### config.mk
export PLATFORM = sky130hd
export DESIGN_NAME = fsp_sector_protect
export DESIGN_NICKNAME = d
export VERILOG_FILES = /design/src/verilog/fsp_pkg.sv /design/src/verilog/fsp_sector_protect.sv
export SDC_FILE = /design/constraint.sdc
export NUM_CORES = 1
export LEC_CHECK = 0
export BUFFER_PORTS_ARGS = -buffer_cell sky130_fd_sc_hd__buf_4
export CAP_MARGIN = 20
export CORE_ASPECT_RATIO = 0.7
export CORE_MARGIN = 2
export CORE_UTILIZATION = 45
export CTS_CLUSTER_DIAMETER = 60
export CTS_CLUSTER_SIZE = 10
export DETAILED_ROUTE_END_ITERATION = 16
export PLACE_DENSITY_LB_ADDON = 0.05
export SYNTH_ARGS = -nofsm -noshare
export SYNTH_HDL_FRONTEND = slang
export SYNTH_SLANG_ARGS = --single-unit
### constraint.sdc
create_clock -name clk -period 2.1 [get_ports clk]
set_input_delay 0.21 -clock clk [delete_from_list [all_inputs] [get_ports clk]]
set_output_delay 0.21 -clock clk [all_outputs]
set_load 0.01 [all_outputs]
### src/verilog/fsp_pkg.sv
// shared constants for the flash sector protection block
package fsp_pkg;
  // ---------------------------------------------------------------
  // command opcodes
  // ---------------------------------------------------------------
  localparam logic [7:0] FSP_OP_WR_ENABLE = 8'h06;
  localparam logic [7:0] FSP_OP_WR_DISABLE = 8'h04;
  localparam logic [7:0] FSP_OP_PROTECT = 8'h36;
  localparam logic [7:0] FSP_OP_UNPROTECT = 8'h39;
  localparam logic [7:0] FSP_OP_STATUS_WR = 8'h01;
  // ---------------------------------------------------------------
  // status write data fields
  // ---------------------------------------------------------------
  localparam int FSP_SR_LOCK_BIT = 7;
  localparam int FSP_SR_PAT_HI = 5;
  localparam int FSP_SR_PAT_LO = 2;
  localparam logic [3:0] FSP_PAT_ALL_ONE = 4'hF;
  localparam logic [3:0] FSP_PAT_ALL_ZERO = 4'h0;
  // ---------------------------------------------------------------
  // frame geometry and reset values
  // ---------------------------------------------------------------
  localparam int FSP_ADDR_W = 24;
  localparam logic [2:0] FSP_BYTES_SECT = 3'h4;
  localparam logic [2:0] FSP_BYTES_SR = 3'h2;
  localparam logic [2:0] FSP_BYTES_MAX = 3'h4;
  localparam logic [2:0] FSP_BIT_LAST = 3'h7;
  localparam logic FSP_FLAG_RESET = 1'b1;
  localparam logic FSP_LATCH_RESET = 1'b0;
  localparam logic FSP_LOCK_RESET = 1'b0;
endpackage

### src/verilog/fsp_sector_protect.sv
// sector protection flags, write-permit latch and map lock behind a serial command port
// Functional notes
// one protection flag per physical sector
// reset sets every protection flag to one
// flag zero permits program/erase; one blocks
// protect needs write-permit latch set
// host sends 36h plus three address bytes
// valid protect sets addressed flag, clears latch
// short or misaligned frame aborts, clears latch
// lock set: protect ignored, latch cleared
// unprotect needs write-permit latch set
// host sends 39h plus three address bytes
// valid unprotect clears addressed flag, clears latch
// lock set: unprotect ignored, latch cleared
// status bits 5..2 ones protect all
// status bits 5..2 zeros unprotect all
// status write also updates map lock
// global and sector commands share flags
// unlocked: 00h clear, 7Fh set, FFh set+lock
// locked, guard high: only lock clearable
// locked, guard low: nothing changes; code still clears the latch
// sector index from upper address bits
module fsp_sector_protect #(
  parameter int NUM_SECT = 8,
  parameter int SECT_SHIFT = 16
) (
  // clock and reset
  input wire logic clk,
  input wire logic rst_b,
  // serial command pins
  input wire logic cs_b,
  input wire logic sck,
  input wire logic mosi,
  input wire logic write_guard_b,
  // program/erase permission query
  input wire logic [fsp_pkg::FSP_ADDR_W-1:0] check_addr,
  output logic sector_writable,
  // state
  output logic [NUM_SECT-1:0] prot_flags,
  output logic write_permit_latch,
  output logic protect_map_lock
);
  import fsp_pkg::*;

  localparam int IDX_W = (NUM_SECT > 1) ? $clog2(NUM_SECT) : 1;

  function automatic logic [IDX_W-1:0] sect_idx(input logic [FSP_ADDR_W-1:0] a);
    sect_idx = a[SECT_SHIFT +: IDX_W];
  endfunction

  // ---------------------------------------------------------------
  // pin synchronisers
  // ---------------------------------------------------------------
  logic [1:0] cs_sync_r, sck_sync_r, mosi_sync_r, wp_sync_r;
  logic cs_d_r, sck_d_r;

  always_ff @(posedge clk) begin
    if (!rst_b) begin
      cs_sync_r <= 2'h3;
      sck_sync_r <= 2'h0;
      mosi_sync_r <= 2'h0;
      wp_sync_r <= 2'h3;
      cs_d_r <= 1'b1;
      sck_d_r <= 1'b0;
    end else begin
      cs_sync_r <= {cs_sync_r[0], cs_b};
      sck_sync_r <= {sck_sync_r[0], sck};
      mosi_sync_r <= {mosi_sync_r[0], mosi};
      wp_sync_r <= {wp_sync_r[0], write_guard_b};
      cs_d_r <= cs_sync_r[1];
      sck_d_r <= sck_sync_r[1];
    end
  end

  logic cs_low, sck_rise, frame_end, mosi_s, wp_high;
  assign cs_low = !cs_sync_r[1];
  assign sck_rise = cs_low && sck_sync_r[1] && !sck_d_r;
  assign frame_end = cs_sync_r[1] && !cs_d_r;
  assign mosi_s = mosi_sync_r[1];
  assign wp_high = wp_sync_r[1];

  // ---------------------------------------------------------------
  // frame capture
  // ---------------------------------------------------------------
  logic [6:0] shift_r;
  logic [2:0] bit_cnt_r, byte_cnt_r;
  logic [7:0] op_r, sr_data_r;
  logic [FSP_ADDR_W-1:0] addr_r;
  logic [7:0] byte_in;
  assign byte_in = {shift_r, mosi_s};

  always_ff @(posedge clk) begin
    if (!rst_b || !cs_low) begin
      shift_r <= 7'h00;
      bit_cnt_r <= 3'h0;
    end else if (sck_rise) begin
      shift_r <= byte_in[6:0];
      bit_cnt_r <= bit_cnt_r + 3'h1;
    end
  end

  // bytes past the address are counted no further, so trailing data is ignored
  always_ff @(posedge clk) begin
    if (!rst_b) begin
      byte_cnt_r <= 3'h0;
      op_r <= 8'h00;
      sr_data_r <= 8'h00;
      addr_r <= '0;
    end else if (!cs_low && !frame_end) begin
      byte_cnt_r <= 3'h0;
    end else if (sck_rise && bit_cnt_r == FSP_BIT_LAST && byte_cnt_r != FSP_BYTES_MAX) begin
      byte_cnt_r <= byte_cnt_r + 3'h1;
      unique case (byte_cnt_r)
        3'h0: op_r <= byte_in;
        3'h1: begin
          addr_r[23:16] <= byte_in;
          sr_data_r <= byte_in;
        end
        3'h2: addr_r[15:8] <= byte_in;
        default: addr_r[7:0] <= byte_in;
      endcase
    end
  end

  // ---------------------------------------------------------------
  // frame decision at chip-select release
  // ---------------------------------------------------------------
  logic has_op, aligned, is_sect, sect_full, sect_ok, sr_ok;
  logic do_prot, do_unprot, do_gprot, do_gunprot, lock_we, lock_nxt;
  logic [3:0] pattern;

  assign has_op = frame_end && byte_cnt_r != 3'h0;
  assign aligned = bit_cnt_r == 3'h0;
  assign is_sect = op_r == FSP_OP_PROTECT || op_r == FSP_OP_UNPROTECT;
  assign sect_full = byte_cnt_r >= FSP_BYTES_SECT;
  // lock and latch both gate the sector commands
  assign sect_ok = has_op && is_sect && aligned && sect_full && write_permit_latch
    && !protect_map_lock;
  assign do_prot = sect_ok && op_r == FSP_OP_PROTECT;
  assign do_unprot = sect_ok && op_r == FSP_OP_UNPROTECT;
  assign sr_ok = has_op && op_r == FSP_OP_STATUS_WR && aligned
    && byte_cnt_r >= FSP_BYTES_SR && write_permit_latch;
  assign pattern = sr_data_r[FSP_SR_PAT_HI:FSP_SR_PAT_LO];
  assign do_gprot = sr_ok && !protect_map_lock && pattern == FSP_PAT_ALL_ONE;
  assign do_gunprot = sr_ok && !protect_map_lock && pattern == FSP_PAT_ALL_ZERO;
  // hard lock when guard low; soft lock only lets the lock itself move
  assign lock_we = sr_ok && (!protect_map_lock || wp_high);
  assign lock_nxt = sr_data_r[FSP_SR_LOCK_BIT];

  // ---------------------------------------------------------------
  // state registers
  // ---------------------------------------------------------------
  always_ff @(posedge clk) begin
    if (!rst_b) begin
      write_permit_latch <= FSP_LATCH_RESET;
    end else if (has_op && aligned && op_r == FSP_OP_WR_ENABLE) begin
      write_permit_latch <= 1'b1;
    end else if (has_op && aligned && op_r == FSP_OP_WR_DISABLE) begin
      write_permit_latch <= 1'b0;
    end else if (has_op && (is_sect || op_r == FSP_OP_STATUS_WR)) begin
      write_permit_latch <= 1'b0;
    end
  end

  always_ff @(posedge clk) begin
    if (!rst_b) begin
      protect_map_lock <= FSP_LOCK_RESET;
    end else if (lock_we) begin
      protect_map_lock <= lock_nxt;
    end
  end

  // one flop array serves both global and per-sector updates
  always_ff @(posedge clk) begin
    if (!rst_b) begin
      prot_flags <= {NUM_SECT{FSP_FLAG_RESET}};
    end else if (do_gprot) begin
      prot_flags <= '1;
    end else if (do_gunprot) begin
      prot_flags <= '0;
    end else if (do_prot) begin
      prot_flags[sect_idx(addr_r)] <= 1'b1;
    end else if (do_unprot) begin
      prot_flags[sect_idx(addr_r)] <= 1'b0;
    end
  end

  always_ff @(posedge clk) begin
    if (!rst_b) begin
      sector_writable <= 1'b0;
    end else begin
      sector_writable <= !prot_flags[sect_idx(check_addr)];
    end
  end

  // ---------------------------------------------------------------
  // assertions
  // ---------------------------------------------------------------
  a_reset_all_set: assert property (@(posedge clk)
    $rose(rst_b) |-> prot_flags == {NUM_SECT{1'b1}} && !protect_map_lock)
    else $error("flags not all set after reset");

  // addr_r holds once chip select is high, so the index needs no history
  a_prot_sets_flag: assert property (@(posedge clk) disable iff (!rst_b)
    do_prot |=> prot_flags[sect_idx(addr_r)] && !write_permit_latch)
    else $error("protect did not set flag or clear latch");

  a_unprot_clears: assert property (@(posedge clk) disable iff (!rst_b)
    do_unprot |=> !prot_flags[sect_idx(addr_r)] && !write_permit_latch)
    else $error("unprotect did not clear flag or latch");

  a_abort_no_change: assert property (@(posedge clk) disable iff (!rst_b)
    has_op && is_sect && (!aligned || !sect_full) |=> $stable(prot_flags) && !write_permit_latch)
    else $error("aborted sector frame changed state");

  a_lock_ignores: assert property (@(posedge clk) disable iff (!rst_b)
    has_op && is_sect && protect_map_lock |=> $stable(prot_flags) && !write_permit_latch)
    else $error("sector command acted while map locked");

  a_latch_needed: assert property (@(posedge clk) disable iff (!rst_b)
    frame_end && !write_permit_latch |=> $stable(prot_flags))
    else $error("flags changed without write permit");

  a_hard_lock: assert property (@(posedge clk) disable iff (!rst_b)
    frame_end && protect_map_lock && !wp_high |=> $stable(prot_flags) && protect_map_lock)
    else $error("hard lock did not hold");

  a_soft_unlock: assert property (@(posedge clk) disable iff (!rst_b)
    sr_ok && protect_map_lock && wp_high && !lock_nxt |=> !protect_map_lock && $stable(prot_flags))
    else $error("soft lock not cleared or flags moved");

  a_global_patterns: assert property (@(posedge clk) disable iff (!rst_b)
    sr_ok && !protect_map_lock && sr_data_r == 8'hFF
      |=> prot_flags == {NUM_SECT{1'b1}} && protect_map_lock)
    else $error("FFh write did not protect and lock");

  a_global_clear: assert property (@(posedge clk) disable iff (!rst_b)
    do_gunprot |=> prot_flags == '0 ##1 sector_writable)
    else $error("global unprotect failed");

  // enable and disable frames move the latch only when complete and aligned
  a_wren_sets_latch: assert property (@(posedge clk) disable iff (!rst_b)
    has_op && aligned && op_r == FSP_OP_WR_ENABLE |=> write_permit_latch)
    else $error("write enable did not set latch");

  a_wrdis_clears: assert property (@(posedge clk) disable iff (!rst_b)
    has_op && aligned && op_r == FSP_OP_WR_DISABLE |=> !write_permit_latch)
    else $error("write disable did not clear latch");

  a_misalign_wren: assert property (@(posedge clk) disable iff (!rst_b)
    has_op && !aligned && (op_r == FSP_OP_WR_ENABLE || op_r == FSP_OP_WR_DISABLE)
      |=> $stable(write_permit_latch))
    else $error("misaligned enable frame moved latch");

  a_unlatched_sect: assert property (@(posedge clk) disable iff (!rst_b)
    has_op && is_sect && !write_permit_latch |=> $stable(prot_flags))
    else $error("sector command acted without write permit");

  a_sect_clears_latch: assert property (@(posedge clk) disable iff (!rst_b)
    has_op && is_sect |=> !write_permit_latch)
    else $error("sector frame left latch set");

  a_blocked_when_set: assert property (@(posedge clk) disable iff (!rst_b)
    prot_flags == {NUM_SECT{1'b1}} |=> !sector_writable)
    else $error("protected sector reported writable");

  a_open_when_clear: assert property (@(posedge clk) disable iff (!rst_b)
    prot_flags == {NUM_SECT{1'b0}} |=> sector_writable)
    else $error("unprotected sector reported blocked");

  a_one_sector_only: assert property (@(posedge clk) disable iff (!rst_b)
    do_prot || do_unprot |=> $countones(prot_flags ^ $past(prot_flags)) <= 1)
    else $error("sector command touched more than one flag");

  a_gprot_all_set: assert property (@(posedge clk) disable iff (!rst_b)
    do_gprot |=> prot_flags == {NUM_SECT{1'b1}})
    else $error("global protect left a flag clear");

  a_lock_follows: assert property (@(posedge clk) disable iff (!rst_b)
    lock_we |=> protect_map_lock == $past(lock_nxt))
    else $error("map lock did not follow status data");

  a_sr_needs_latch: assert property (@(posedge clk) disable iff (!rst_b)
    has_op && op_r == FSP_OP_STATUS_WR && !write_permit_latch
      |=> $stable(prot_flags) && $stable(protect_map_lock))
    else $error("status write acted without write permit");

  a_soft_no_global: assert property (@(posedge clk) disable iff (!rst_b)
    sr_ok && protect_map_lock && wp_high |=> $stable(prot_flags))
    else $error("soft lock let a global update through");

  a_keep_unlocked: assert property (@(posedge clk) disable iff (!rst_b)
    sr_ok && !protect_map_lock && sr_data_r == 8'h7F
      |=> prot_flags == {NUM_SECT{1'b1}} && !protect_map_lock)
    else $error("7Fh write did not protect with lock clear");

  a_clear_unlocked: assert property (@(posedge clk) disable iff (!rst_b)
    sr_ok && !protect_map_lock && sr_data_r == 8'h00
      |=> prot_flags == {NUM_SECT{1'b0}} && !protect_map_lock)
    else $error("00h write did not unprotect with lock clear");

  // state may only move at the chip-select release that ends a frame
  a_idle_hold: assert property (@(posedge clk) disable iff (!rst_b)
    !frame_end |=> $stable(prot_flags) && $stable(protect_map_lock)
      && $stable(write_permit_latch))
    else $error("state moved outside a frame end");

  c_sector_protect: cover property (@(posedge clk) disable iff (!rst_b) do_prot);
  c_sector_unprotect: cover property (@(posedge clk) disable iff (!rst_b) do_unprot);
  c_global_lock: cover property (@(posedge clk) disable iff (!rst_b)
    do_gprot && lock_nxt);
  c_abort: cover property (@(posedge clk) disable iff (!rst_b)
    has_op && is_sect && !aligned);
  c_hard_lock: cover property (@(posedge clk) disable iff (!rst_b)
    frame_end && protect_map_lock && !wp_high);
endmodule

==> impl_metrics.tcl <==
set metrics [dict create \
    clockBufferDepth 2 \
    viasPerCell 5.67 \
    hold_violations 0 \
    end_kind "flip-flop" \
    grt_pass1_vias 1443 \
    worst_setup_path_start_kind "flip-flop" \
    rsz0062_at_grt "false" \
    p_comb_share_pct 3.1 \
    yosysUniqueCellTypes 40 \
    crit_path_cell_trace "inv_1, ha_1, and4bb_4, nand4_4, nor4_4, o221ai_1" \
    io_buffers 19 \
    critical_path_buf_inv_count 1 \
    post-cts-setup-buffers 0 \
    drive_gt1_share_pct 18.8 \
    cp-startpoint "bit_cnt_r[0]" \
    finClkSkew_ns 0.0113 \
    status "finished clean" \
    clk_pin_slew_worst_paths_ns 0.09 \
    syn_area_um2 2160 \
    antenna_found_initial 0 \
    min_period_ns 1.86 \
    area_delta_synth_final_pct 13.6 \
    reg2regPathDepth 6 \
    p_leak_nw 0.973 \
    slew_viol_final 0 \
    synth_seq_cells 49 \
    setup_violations 0 \
    grt-ovfl-total 0 \
    gp_congestion 0.722 \
    vias 1649 \
    min_period_over_period_pct 88.4 \
    postCtsHoldBufs 0 \
    cap_violations 0 \
    ys.flop_type "dfxtp_1" \
    wl_per_cell_um 15.8 \
    power_frac_seq_pct 60.6 \
    hpwlAfterDp_um 3430 \
    cell_internal_pwr_mw 1.20 \
    num_rows 21 \
    grt_max_degree 33 \
    syn_nets 248 \
    power_switching_uw 353 \
    die_y_um 61.9 \
    coreArea_um2 4700 \
    arrival_ns 2.01 \
    ios 41 \
    die_area_um2 5370 \
    ir_worst_vdd_mv 0.261 \
    path_class "reg2reg" \
    cts.sinks 49 \
    crit_family "simple AND/OR/NAND/NOR gates" \
    swShare_pct 22.7 \
    wirelength_um 4600 \
    die_w_um 86.8 \
    hold-path-cell-count 2 \
    netlist_instances 212 \
    yosys_warnings 0 \
    required_ns 2.25 \
    slowest_stage "nor4_4" \
    hold-path-endpoint "wp_sync_r[0]" \
    tns_ns 0 \
    ctsResizeCount 0 \
    n_antenna_cell 0 \
    worstHoldStart "write_guard_b" \
    r2r_slack_ns 0.24 \
    power.density_nw_per_um2 634 \
    r2r_end "prot_flags[2]" \
    grt_pass1_wl_um 7370 \
    htree_levels 2 \
    numCtsBuffers 5 \
    slew_headroom_pct 63.6 \
    syn_area_per_cell_um2 10.2 \
    power.share.clock_pct 36.3 \
    detail-route-antenna-nets 0 \
    drc 0 \
    hold_path.class "in2reg" \
    tightest_slew_ns 0.545 \
    start_util_pct 45.9 \
    nNetsFinal 269 \
    cts-root-buf "clkbuf_8" \
    drt_iter0_markers 93 \
    worstReg2RegStart "bit_cnt_r[0]" \
    grt.total_usage_pct 18.3 \
    cts_tree "done" \
    synth-async-reset-ratio_pct 0 \
    final_core_util_pct 52.1 \
    fmax_mhz 538 \
    slowest_delay_ns 0.49 \
    yosysSeqAreaShare_pct 45.5 \
    clk_latency_ns 0.30 \
    crit_fanout 8 \
    dr.pass1.iters 4 \
    synth_edf_count 0 \
]
## sequential cells by signal, summed over array words and instances (netlist names)
register and count:
op_r 8, prot_flags 8, addr_r 7, shift_r 7, bit_cnt_r 3, byte_cnt_r 3, cs_sync_r 2, mosi_sync_r 2
sck_sync_r 2, wp_sync_r 2, cs_d_r 1, protect_map_lock 1, sck_d_r 1, sector_writable 1, write_permit_latch 1
## per-stage QoR
| step | instances | instance area [um2] | setup WS, ns | hold WS (ns) | power (mW) |
|---|---|---|---|---|---|
| after detailed placement | 283 | 2360 | 0.261 | 0.401 | 1.01 |
| after CTS | 291 | 2450 | 0.235 | 0.0814 | 1.57 |
| after floorplan | 212 | 2160 | 0.481 | 0.311 | 0.990 |
| after global placement | 283 | 2360 | 0.331 | 0.395 | 1.01 |
| after global routing | 291 | 2450 | 0.0711 | 0.0890 | 1.62 |
| final | 291 | 2450 | 0.243 | 0.0847 | 1.55 |
## worst max-delay path by stage
stage	slack [ns]	end	depth (start not counted)
CTS	0.23	prot_flags[2]	6
detailed placement	0.26	prot_flags[2]	6
floorplan	0.48	prot_flags[3]	6
global placement	0.33	prot_flags[3]	6
global route	0.07	prot_flags[2]	6
finish	0.24	prot_flags[2]	6
## power by group through the flow
stage	clock network [mW]	logic [mW]	registers, mW
finish	0.564	0.0480	0.941
floorplan	0	0.0288	0.961
detailed placement	0	0.0483	0.963
CTS	0.585	0.0481	0.942
global route	0.621	0.0527	0.943
global placement	0	0.0463	0.963
## cells by family after synthesis
logic type | Yosys count | share of synthesized area [%]
buffers and inverters | 15 | 2.73
and+or+nand+nor | 88 | 26.2
xor gates and xnor gates | 2 | 0.812
AOI/OAI and AO/OA | 33 | 11.3
muxes | 19 | 9.98
DFF | 49 | 45.5
adders and majority gates | 6 | 3.48
## area by class of cell
| cell class | count | area [um2] |
|---|---|---|
| inverter | 8 | 30.0 |
| tap | 57 | 71.3 |
| timing repair buffer | 21 | 158 |
| fill | 436 | 2250 |
| clock inverter | 3 | 25.0 |
| clock buffer | 5 | 68.8 |
| multi-input combinational | 148 | 1120 |
| sequential | 49 | 981 |
## cell usage in the layout (no fill, tap or decap), drive strengths merged, types with 6 or more instances in the layout
cell	n
dfxtp	49
o221ai	8
o31ai	9
nor2b	17
ha	6
nor2	10
and2	6
mux2i	17
a21oi	7
inv	9
nand2	22
buf	21
nand2b	8
## per-layer routing
layer | wire length, um | vias to the layer above | GRT usage [%]
li1 | - | 807 | -
met1 | 2260 | 781 | 25.8
met2 | 1930 | 52 | 26.8
met3 | 330 | 9 | 5.15
met4 | 78 | 0 | 6.92
met5 | 0 | - | 0
## Yosys cell counts (all sizes together) (7+ instances only)
| cell | n | share of area, % |
|---|---|---|
| nand2 | 22 | 3.8 |
| nor2 | 10 | 1.7 |
| o221ai | 8 | 3.2 |
| a21oi | 7 | 1.6 |
| mux2i | 17 | 7.9 |
| nand2b | 8 | 2.3 |
| o31ai | 9 | 3.1 |
| inv | 8 | 1.4 |
| nor2b | 17 | 4.9 |
| dfxtp | 49 | 45 |
## worst register-to-register path, stage by stage (launching register included)
cell and delay [ns]:
dfxtp_1 0.34, inv_1 0.07, ha_1 0.15, and4bb_4 0.30
nand4_4 0.15, nor4_4 0.49, o221ai_1 0.20
Note: power is estimated with default switching activity, not from simulation.
